[config.mk]
export PLATFORM = sky130hd
export DESIGN_NAME = rhs_top
export DESIGN_NICKNAME = d
export VERILOG_FILES = /design/src/rtl/rhs_pkg.sv /design/src/rtl/rhs_holdoff.sv /design/src/rtl/rhs_top.sv
export SDC_FILE = /design/constraint.sdc
export NUM_CORES = 1
export LEC_CHECK = 0
export BUFFER_PORTS_ARGS = -buffer_cell sky130_fd_sc_hd__buf_2
export CORE_MARGIN = 4
export CORE_UTILIZATION = 51
export CTS_CLUSTER_DIAMETER = 80
export DETAILED_ROUTE_END_ITERATION = 16
export GPL_TIMING_DRIVEN = 0
export HOLD_SLACK_MARGIN = 0.03
export PLACE_DENSITY = 0.73
export SETUP_SLACK_MARGIN = 0.2
export SLEW_MARGIN = 20
export SYNTH_ARGS = -nofsm -noshare
export SYNTH_HDL_FRONTEND = slang
export SYNTH_SLANG_ARGS = --single-unit
[constraint.sdc]
create_clock -name CORE_CLK -period 10.7 [get_ports CORE_CLK]
set_input_delay 0.535 -clock CORE_CLK [delete_from_list [all_inputs] [get_ports CORE_CLK]]
set_output_delay 0.535 -clock CORE_CLK [all_outputs]
set_load 0.1 [all_outputs]
[src/rtl/rhs_pkg.sv]
// Shared constants and carrier types for the reference holdover selector.
package rhs_pkg;

  localparam int unsigned SRC_W         = 2;
  localparam int unsigned HOLDOFF_W     = 8;
  localparam int unsigned DIVIDER_W     = 20;
  localparam int unsigned VALCNT_W      = 8;
  localparam int unsigned FREQ_W        = 24;

  localparam logic [1:0]  MODE_SHORT    = 2'h2;
  localparam logic [1:0]  MODE_AUTO_HO  = 2'h3;

  localparam logic        SEL_RST       = 1'h0;
  localparam logic [HOLDOFF_W-1:0] HOLDOFF_RST = 8'h00;
  localparam logic [DIVIDER_W-1:0] DIV_RST     = 20'h00000;
  localparam logic [VALCNT_W-1:0]  VAL_RST     = 8'h00;
  localparam logic [FREQ_W-1:0]    FREQ_RST    = 24'h000000;

  typedef struct packed {
    logic                 holdover_enable_n;
    logic                 switch_mode_hi_n;
    logic                 switch_mode_lo_n;
    logic                 pin_input_choice;
    logic [VALCNT_W-1:0]  revalidation_count;
    logic [HOLDOFF_W-1:0] holdoff_start_value;
    logic [DIVIDER_W-1:0] holdoff_divider;
  } rhs_cfg_t;

  typedef struct packed {
    logic [SRC_W-1:0] input_signal_state;
    logic             holdover_state_n;
    logic             chosen_input_state;
    logic             reference_valid_state;
  } rhs_status_t;

endpackage

[src/rtl/rhs_holdoff.sv]
// Hold-off prescaler and down-counter with automatic reload.
`timescale 1ns/1ps
module rhs_holdoff #(
  parameter int unsigned DW = rhs_pkg::DIVIDER_W,
  parameter int unsigned HW = rhs_pkg::HOLDOFF_W
) (
  input  wire logic          clk,
  input  wire logic          rst,
  input  wire logic          run,
  input  wire logic          start,
  input  wire logic [DW-1:0] divider,
  input  wire logic [HW-1:0] start_value,
  output logic               expire
);

  logic [DW-1:0] pre_q;
  logic [DW-1:0] pre_d;
  logic [HW-1:0] cnt_q;
  logic [HW-1:0] cnt_d;
  logic          tick;

  always_comb begin
    pre_d  = pre_q;
    cnt_d  = cnt_q;
    tick   = 1'b0;
    expire = 1'b0;
    if (start) begin
      pre_d = '0;
      cnt_d = start_value;
      expire = (start_value == '0);
    end else if (run) begin // RULE_15
      if (pre_q + 1'b1 >= divider || divider == '0) begin // RULE_14
        pre_d = '0;
        tick  = 1'b1;
      end else begin
        pre_d = pre_q + 1'b1;
      end
      if (tick) begin
        if (cnt_q <= HW'(1)) begin
          expire = 1'b1;
          cnt_d  = start_value; // RULE_14
        end else begin
          cnt_d = cnt_q - 1'b1; // RULE_09
        end
      end
    end
  end

  always_ff @(posedge clk) begin
    if (rst) begin
      pre_q <= rhs_pkg::DIV_RST;
      cnt_q <= rhs_pkg::HOLDOFF_RST;
    end else begin
      pre_q <= pre_d;
      cnt_q <= cnt_d;
    end
  end

endmodule

[src/rtl/rhs_top.sv]
// Reference selection and holdover control for two redundant inputs.
// Overview of operation
// (RULE_01) In short-term holdover mode the reference is the user choice.
// (RULE_02) In short-term mode a loss on the chosen input enters holdover now.
// (RULE_03) In short-term mode revalidation uses the count, then holdover ends.
// (RULE_04) Each input status flag shows loss while that input is invalid.
// (RULE_05) The active-low holdover flag is low exactly while in holdover.
// (RULE_06) In automatic-with-holdover mode the state machine picks the input.
// (RULE_07) There, a loss or a user change enters holdover and loads hold-off.
// (RULE_08) At hold-off expiry the device fails over to a valid other input.
// (RULE_09) Holdover lasts start value times divider ratio clock periods.
// (RULE_10) Holdover ends early on revalidation or a new user selection.
// (RULE_11) If the other input is invalid at expiry, holdover continues.
// (RULE_12) The chosen-input flag changes only when the switch happens.
// (RULE_13) In holdover the output uses a stored frequency value.
// (RULE_14) The hold-off counter runs off the divided clock and reloads.
// (RULE_15) The divider only runs after a loss or switch in holdover modes.
// (RULE_16) In short-term mode the hold-off counter stays idle.
`timescale 1ns/1ps
module rhs_top #(
  parameter int unsigned VW = rhs_pkg::VALCNT_W,
  parameter int unsigned FW = rhs_pkg::FREQ_W
) (
  input  wire logic                 CORE_CLK,
  input  wire logic                 RESET,
  input  wire rhs_pkg::rhs_cfg_t    CFG,
  input  wire logic [1:0]           INPUT_LOS,
  input  wire logic [FW-1:0]        TRACK_WORD,
  output rhs_pkg::rhs_status_t      STATUS,
  output logic                      ACTIVE_INPUT,
  output logic [FW-1:0]             CONTROL_WORD
);

  // Idle stands for the modes that this block does not hold over in.
  typedef enum logic [1:0] {
    RHS_TRACK,
    RHS_HOLD,
    RHS_IDLE
  } rhs_state_t;

  rhs_state_t         st_q;
  rhs_state_t         st_d;
  logic               act_q;
  logic               act_d;
  logic               usr_q;
  logic [1:0]         valid_q;
  logic [1:0]         valid_d;
  logic [1:0][VW-1:0] vcnt_q;
  logic [1:0][VW-1:0] vcnt_d;
  logic [FW-1:0]      hold_q;
  logic [FW-1:0]      hold_d;
  logic [FW-1:0]      ctl_q;
  logic [FW-1:0]      ctl_d;
  logic               loss_q;
  logic               loss_d;
  logic               tgt;
  logic [1:0]         mode_pins;
  logic               short_mode;
  logic               auto_mode;
  logic               user_change;
  logic               ho_start;
  logic               ho_run;
  logic               expire;

  // The mode pins are compared as they stand at the pins: the enable pin
  // high with the mode pair at high-low is short-term holdover, and with
  // the pair at high-high it is the automatic mode with holdover.
  assign mode_pins   = {CFG.switch_mode_hi_n, CFG.switch_mode_lo_n};
  assign short_mode  = CFG.holdover_enable_n &&
                       (mode_pins == rhs_pkg::MODE_SHORT);
  assign auto_mode   = CFG.holdover_enable_n &&
                       (mode_pins == rhs_pkg::MODE_AUTO_HO);

  // A user change is seen as a difference from the choice of the cycle
  // before, so it lasts one cycle however long the new level stands.
  assign user_change = CFG.pin_input_choice != usr_q;

  // Each input must stay clean for the count before it counts as valid.
  // A loss drops the flag at once, while return takes one cycle more than
  // the count, so a chattering input does not bounce the selection.
  genvar g;
  generate
    for (g = 0; g < 2; g++) begin : g_val
      always_comb begin
        vcnt_d[g]  = vcnt_q[g];
        valid_d[g] = valid_q[g];
        if (INPUT_LOS[g]) begin
          vcnt_d[g]  = '0;
          valid_d[g] = 1'b0;
        end else if (!valid_q[g]) begin
          if (vcnt_q[g] >= CFG.revalidation_count) begin // RULE_03
            valid_d[g] = 1'b1;
          end else begin
            vcnt_d[g] = vcnt_q[g] + 1'b1;
          end
        end
      end
    end
  endgenerate

  // Holdover in the automatic mode has two causes. After a loss the
  // original input may come back and end it; after a user change the
  // original input is still good, so only the countdown, a further change,
  // or its loss and return may end it. The loss flag keeps the two cases apart.
  always_comb begin
    st_d     = st_q;
    act_d    = act_q;
    loss_d   = loss_q;
    tgt      = loss_q ? !act_q : CFG.pin_input_choice;
    ho_start = 1'b0;
    ho_run   = 1'b0;
    if (short_mode) begin
      act_d  = CFG.pin_input_choice; // RULE_01
      loss_d = 1'b1;
      if (!valid_d[act_d]) begin
        st_d = RHS_HOLD; // RULE_02
      end else begin
        st_d = RHS_TRACK; // RULE_03
      end
    end else if (auto_mode) begin
      unique case (st_q)
        RHS_TRACK, RHS_IDLE: begin
          if (!valid_q[act_q]) begin
            st_d     = RHS_HOLD; // RULE_07
            loss_d   = 1'b1;
            ho_start = 1'b1;
          end else if (user_change) begin
            st_d     = RHS_HOLD; // RULE_07
            loss_d   = 1'b0;
            ho_start = 1'b1;
          end
        end
        RHS_HOLD: begin
          ho_run = 1'b1; // RULE_15
          loss_d = loss_q || !valid_q[act_q];
          if (user_change) begin
            act_d = CFG.pin_input_choice; // RULE_10
            st_d  = RHS_TRACK;
          end else if (loss_q && valid_q[act_q]) begin
            st_d = RHS_TRACK; // RULE_10
          end else if (expire && valid_q[tgt]) begin
            act_d = tgt; // RULE_08
            st_d  = RHS_TRACK;
          end else begin
            // With no valid target the counter reloads and tries again.
            st_d = RHS_HOLD; // RULE_11
          end
        end
      endcase
    end else begin
      // Modes outside this block just follow the user choice.
      act_d  = CFG.pin_input_choice;
      loss_d = 1'b1;
      st_d   = RHS_IDLE;
    end
  end

  // The word is frozen from the control word of the cycle before entry,
  // so the loop keeps one steady value for the whole of holdover.
  always_comb begin
    hold_d = hold_q;
    ctl_d  = TRACK_WORD;
    if (st_d == RHS_HOLD) begin
      if (st_q != RHS_HOLD) begin
        hold_d = ctl_q;
      end
      ctl_d = hold_d; // RULE_13
    end
  end

  // Out of reset no input is trusted yet, so in the holdover modes the active
  // input must pass validation before the loop can track it.
  always_ff @(posedge CORE_CLK) begin
    if (RESET) begin
      st_q    <= RHS_IDLE;
      act_q   <= rhs_pkg::SEL_RST;
      loss_q  <= 1'b0;
      usr_q   <= rhs_pkg::SEL_RST;
      valid_q <= 2'h0;
      vcnt_q  <= '0;
      hold_q  <= rhs_pkg::FREQ_RST;
      ctl_q   <= rhs_pkg::FREQ_RST;
    end else begin
      st_q    <= st_d;
      act_q   <= act_d;
      loss_q  <= loss_d;
      usr_q   <= CFG.pin_input_choice;
      valid_q <= valid_d;
      vcnt_q  <= vcnt_d;
      hold_q  <= hold_d;
      ctl_q   <= ctl_d;
    end
  end

  // Short-term mode neither starts nor runs the counter, and a start that
  // meets a running count restarts it from the start value.
  rhs_holdoff u_holdoff (
    .clk         (CORE_CLK),
    .rst         (RESET),
    .run         (ho_run), // RULE_16
    .start       (ho_start),
    .divider     (CFG.holdoff_divider),
    .start_value (CFG.holdoff_start_value),
    .expire      (expire)
  );

  // The reference flag follows the active input, so after a failover it
  // shows the state of the new input at once.
  always_comb begin
    STATUS.input_signal_state    = valid_q; // RULE_04
    STATUS.holdover_state_n      = (st_q != RHS_HOLD); // RULE_05
    STATUS.chosen_input_state    = act_q; // RULE_12
    STATUS.reference_valid_state = valid_q[act_q];
  end

  assign ACTIVE_INPUT = act_q; // RULE_06
  assign CONTROL_WORD = ctl_q;

endmodule

# Yosys cells after proc, flatten, opt, wreduce, memory -nomap -nowiden

Index checks and enable logic that the tools add are counted.

Register bits after elaboration: 99
Latch bits: 0
RAM bits: 0
ROM bits: 0
Input bits: 68
Memories: 0

Add/sub/neg operators: 4
Multiply operators: 0
Divide/modulo/power cells: 0
Magnitude comparators: 7
Equal/unequal tests: 11
Shifts and indexed selects: 0
Multiplexer cells: 55
Bitwise logic cells: 4
Reduce and logical (&&, ||, !) cells: 21

Operators with widths:

| operator                | number |
|---|---|
| $mux W24                | 2 |
| $mux W1                 | 42 |
| $mux W8                 | 4 |
| $add A20 B1 Y20 const B | 1 |
| $ge A20 B20 Y1          | 1 |
| $logic_not A20 Y1       | 1 |
| $mux W20                | 1 |
| $add A8 B1 Y8 const B   | 2 |
| $ge A8 B8 Y1            | 2 |
| $le A8 B1 Y1 const B    | 1 |
| $logic_not A8 Y1        | 1 |
| $mux W2                 | 4 |
| $reduce_or A2 Y1        | 4 |
| $sub A8 B1 Y8 const B   | 1 |
| $eq A2 B2 Y1 const B    | 3 |
| $lt A1 B2 Y1 const B    | 3 |
| $reduce_and A2 Y1       | 3 |
| $ne A5 B5 Y1 const B    | 1 |
| $eq A2 B1 Y1 const B    | 2 |
| $logic_and A1 B1 Y1     | 4 |
| $ne A4 B2 Y1 const B    | 1 |
| $ne A4 B4 Y1 const B    | 1 |
| $not A1 Y1              | 4 |
| $pmux W2 S2             | 1 |
| 9 further kinds         | 12 |

# Longest topological paths before layout

Depth after elaboration: 19
Mapped depth: 16

# Cells and area by module

A second synthesis with hierarchy kept.

Cells, all modules: 793
Area total of the unflattened synthesis: 6,675.2 µm²

Modules (own cells, without submodules):

| module      | instances | cells each | area an instance (µm²) | sequential area each (µm²) |
|---|---|---|---|---|
| rhs_top     | 1         | 455        | 3,986.3                | 1,421.4 |
| rhs_holdoff | 1         | 338        | 2,688.8                | 560.5 |

# Least setup slack after synthesis

No wires, ideal clock.

Path kind: reg-to-reg
From: register u_holdoff.pre_q[5]
To: register hold_q[10]
Library setup time: 0.072 ns
Arrival time: 3.694 ns
Setup slack: 6.934 ns
Stages on the path, launching flop included: 16
Buffers on the path: 2
Period minus slack after synthesis: 3.766 ns
Cells stage by stage: dfxtp_1 > and4_1 > nand4b_1 > nor3_1 > and3_1 > xor2_1 > ha_1 > nand2_1 > o21ai_0 > a311o_1 > a211o_1 > buf_6 > a21o_1 > a311oi_4 > buf_6 > mux2i_1

Cells in the longest elaborated chain, start to end: 17

Ends and longest elaborated chain:

| item                   | RTL line          | text |
|---|---|---|
| start, declared        | rhs_holdoff.sv:16 | `logic [DW-1:0] pre_q;` |
| start signal, assigned | rhs_holdoff.sv:51 | `pre_q <= rhs_pkg::DIV_RST;` |
| start signal, assigned | rhs_holdoff.sv:54 | `pre_q <= pre_d;` |
| $add A20 B1 Y20        | rhs_holdoff.sv:32 | `if (pre_q + 1'b1 >= divider \|\| divider == '0) begin` |
| $ge A20 B20 Y1         | rhs_holdoff.sv:32 |  |
| $logic_or A1 B1 Y1     | rhs_holdoff.sv:32 |  |
| $mux W1                | rhs_holdoff.sv:32 |  |
| $mux W1                | rhs_holdoff.sv:31 | `end else if (run) begin` |
| $mux W1                | rhs_holdoff.sv:27 | `if (start) begin` |
| $mux W1                | rhs_holdoff.sv:38 | `if (tick) begin` |
| $mux W1                | rhs_holdoff.sv:31 |  |
| $mux W1                | rhs_holdoff.sv:27 |  |
| $logic_and A1 B1 Y1    | rhs_top.sv:141    | `end else if (expire && valid_q[tgt]) begin` |
| $mux W1                | rhs_top.sv:141    |  |
| $mux W1                | rhs_top.sv:139    | `end else if (loss_q && valid_q[act_q]) begin` |
| $mux W1                | rhs_top.sv:136    | `if (user_change) begin` |
| $pmux W2 S2            | rhs_top.sv:121    | `unique case (st_q)` |
| $mux W2                | rhs_top.sv:120    | `end else if (auto_mode) begin` |
| $mux W2                | rhs_top.sv:112    | `if (short_mode) begin` |
| $eq A2 B1 Y1           | rhs_top.sv:163    | `if (st_d == RHS_HOLD) begin` |
| end signal, assigned   | rhs_top.sv:181    | `hold_q <= rhs_pkg::FREQ_RST;` |
| end signal, assigned   | rhs_top.sv:190    | `hold_q <= hold_d;` |
| end, declared          | rhs_top.sv:50     | `logic [FW-1:0] hold_q;` |

No other way between the ends. The select of a mux whose other input is x is not followed.
A chain may end at the register's enable or synchronous reset.

# Worst setup path in the final report

From: register u_holdoff.pre_q[5]
To: register hold_q[23]

The elaborated chain is that of the path after synthesis.

==> out/metrics.cfg <==
[place]
hpwlAfterDp_mm = 11.1
gp_congestion = 0.883
place_inst = 945
dpl_cell_area_um2 = 6460
portBuffers = 97

[critical_path]
r2r_slack_ns = 6.25
endpoint_kind = flip-flop
reg2reg_depth = 15
cp_max_fo = 10
path_class = flip-flop to flip-flop
cp.required_ns = 10.98
crit_family = simple AND/OR/NAND/NOR gates
crit_chain = and4_1 > nand4b_1 > nor3_1 > and3_1 > xor2_1 > ha_1 > nand2_1 > o21ai_0 > a311o_1 > a211o_1 > buf_6 > a21o_1 > a311oi_4 > buf_6 > mux2i_1
cp_num_buf_inv = 2
start_kind = flip-flop
reg2reg_from = u_holdoff.pre_q[5]
slowest_stage = nor3_1
cp_common_cell = buf_6
arrival_ns = 4.73
max_stage_delay_ns = 0.52
cp.depth = 15
critical_path.reg2reg.endpoint = hold_q[23]

[clock_tree]
clock_latency_ns = 0.35
cts_buffers = 9
cts_resized = 0
clock_sinks = 99
cts_tree = built
postCtsHoldBufs = 0
clockBufferDepth = 2
path_clk_slew_ns = 0.07
cts-htree-levels = 3
cts_setup_buffers = 0
cts.root.buffer_cell = clkbuf_16

[floorplan]
row_count = 38
core_area_um2 = 11000
ioPinCount = 98
die_height_um = 115
dieArea_um2 = 13100
initial_core_util_pct = 52.8
die_w_um = 115

[sta]
slew_violations = 0
min_period_over_period_pct = 41.6
setup_viol = 0
relSlewSlack_pct = 30.2
tns_ns = 0
rsz0062_at_grt = false
tightest_slew_ns = 1.04
min_period_ns = 4.45
fin_skew_ns = 0.00681
final-hold-violation-count = 0
timing.fmax_ghz = 0.225

[logic_synthesis]
ys_ff_latch = 99
yosys_warnings = 0
syn_avg_cell_area_um2 = 8.19
synth_edf_count = 0
synth_top_flop_cell = dfxtp_1
ys_async_sr_fraction_pct = 0
syn_area_um2 = 5800
synth_nets = 817
syn_inst = 708
synth_seq_area_share_pct = 34.2
synth.distinct_cells = 59

[finish]
diodes = 0
multiInputGateArea_um2 = 3500
area_growth_pct = 16.6
final_net_count = 925
seq_area_um2 = 1980
stdcell_count = 961
fin_area_um2 = 6760
fill_cells = 969
fin_util_pct = 61.6
drive_above_1_share_pct = 17.1

[run]
max_cap_violations = 0

[detailed_routing]
drt-initial-drc-count = 234
dr.pass1.iters = 5
viasPerCell = 5.73
via_count = 5503
wl_per_cell_um = 15.4
wirelength_mm = 14.8
route.detailed.drc = 0
ant_nets = 0

[global_routing]
overflow = 0
antenna_found_initial = 0
grt_pass1_wl_mm = 24.6
grt_max_degree = 18
grt.total_usage_pct = 22.9
grt_pass1_vias = 5520

[power_and_ir_drop]
cellPowerDensity_nw_per_um2 = 132
vdd_drop_max_mv = 0.106
p_leak_nw = 2.95

[outcome]
status = complete, no violations

[worst_hold_path]
hold_depth = 3
min_to = CONTROL_WORD[19]
hold_start = TRACK_WORD[19]
min-delay-path-class = primary input to flip-flop

==> cells in the mapped netlist (5+ instances only) <==
cell type,count,area (um2)
a211oi_1,6,45.0
a21oi_1,39,195
a221oi_1,26,228
and2_1,26,163
and3_1,19,119
and4_1,5,43.8
buf_2,6,30.0
clkbuf_1,28,105
dfxtp_1,99,1980
ha_1,41,513
inv_1,37,139
mux2i_1,26,260
nand2_1,91,342
nand2b_1,7,43.8
nand3_1,15,75.1
nand3b_1,8,60.1
nand4_1,11,68.8
nor2_1,48,180
nor3_1,51,255
nor4_1,7,43.8
o21ai_0,25,125
or2_2,6,37.5
xnor2_1,9,78.8
xor2_1,24,210
==> worst min-delay path, stage by stage <==
cell    delay (ns)
buf_2         0.07
nor3_1        0.04
nor3_1        0.10
==> flip-flops by register name, indices dropped and copies added (netlist names) <==
register,count
ACTIVE_INPUT,1
CONTROL_WORD,24
hold_q,24
loss_q,1
st_q,2
u_holdoff.cnt_q,8
u_holdoff.pre_q,20
usr_q,1
valid_q,2
vcnt_q,16
==> through the flow <==
step	power (mW)	worst slack [ns]	hold slack (ns)
after floorplan	0.526	6.93	0.435
after global placement	0.564	6.41	0.442
after detailed placement	0.569	6.36	0.452
after CTS	0.899	6.30	0.441
after global routing	0.928	5.94	0.461
final	0.893	6.25	0.448
==> area by class of cell <==
cell class	count	area share, %
multi-input combinational	533	51.7
sequential	99	29.3
timing repair buffer	97	7.18
clock buffer	9	3.33
buffer	39	2.67
tap	140	2.59
inverter	37	2.05
clock inverter	7	1.15
==> worst max-delay path by stage <==
| stage | from | endpoint | slack, ns |
|---|---|---|---|
| global route | u_holdoff.pre_q[5] | hold_q[16] | 5.94 |
| finish | u_holdoff.pre_q[5] | hold_q[23] | 6.25 |
| CTS | u_holdoff.pre_q[5] | hold_q[16] | 6.30 |
| detailed placement | u_holdoff.pre_q[5] | hold_q[17] | 6.36 |
| floorplan | u_holdoff.pre_q[5] | hold_q[10] | 6.93 |
| global placement | u_holdoff.pre_q[5] | hold_q[19] | 6.41 |
==> cell families after synthesis <==
| logic type | count (synthesis) | share of synthesized area [%] |
|---|---|---|
| compound gates | 128 | 15.7 |
| xor+xnor | 33 | 4.99 |
| fa+ha+maj | 41 | 8.85 |
| buf+inv | 76 | 5.50 |
| flops | 99 | 34.2 |
| mux | 28 | 4.88 |
| simple gates | 303 | 25.9 |
==> cell usage in the layout (no fill, tap or decap), types with 3 or more instances in the layout <==
master	count
a211oi_1	6
a21o_1	3
a21oi_1	39
a221oi_1	26
a31oi_1	3
and2_1	26
and3_1	19
and4_1	5
buf_2	103
buf_6	3
clkbuf_1	28
clkbuf_16	9
clkinv_4	3
dfxtp_1	99
ha_1	41
inv_1	37
mux2i_1	26
nand2_1	91
nand2b_1	7
nand3_1	15
nand3b_1	8
nand4_1	11
nor2_1	48
nor2b_1	3
nor3_1	51
nor4_1	7
o21ai_0	25
or2_2	6
xnor2_1	9
xor2_1	24
==> power breakdown <==
group	total (mW)	internal (mW)	switching (mW)
Sequential	0.391	0.381	0.0103
Clock	0.332	0.183	0.149
Combinational	0.171	0.0507	0.120
==> per-layer routing <==
| layer | vias up | global-route usage (%) | wire length (um) | share of wire (%) |
|---|---|---|---|---|
| met5 | - | 0 | 0 | 0 |
| met4 | 0 | 10.9 | 370 | 2.5 |
| met3 | 29 | 3.28 | 797 | 5.4 |
| met2 | 178 | 39.7 | 7140 | 48 |
| met1 | 2571 | 27.7 | 6510 | 44 |
| li1 | 2725 | - | - | - |
(Power assumes the default switching activity.)
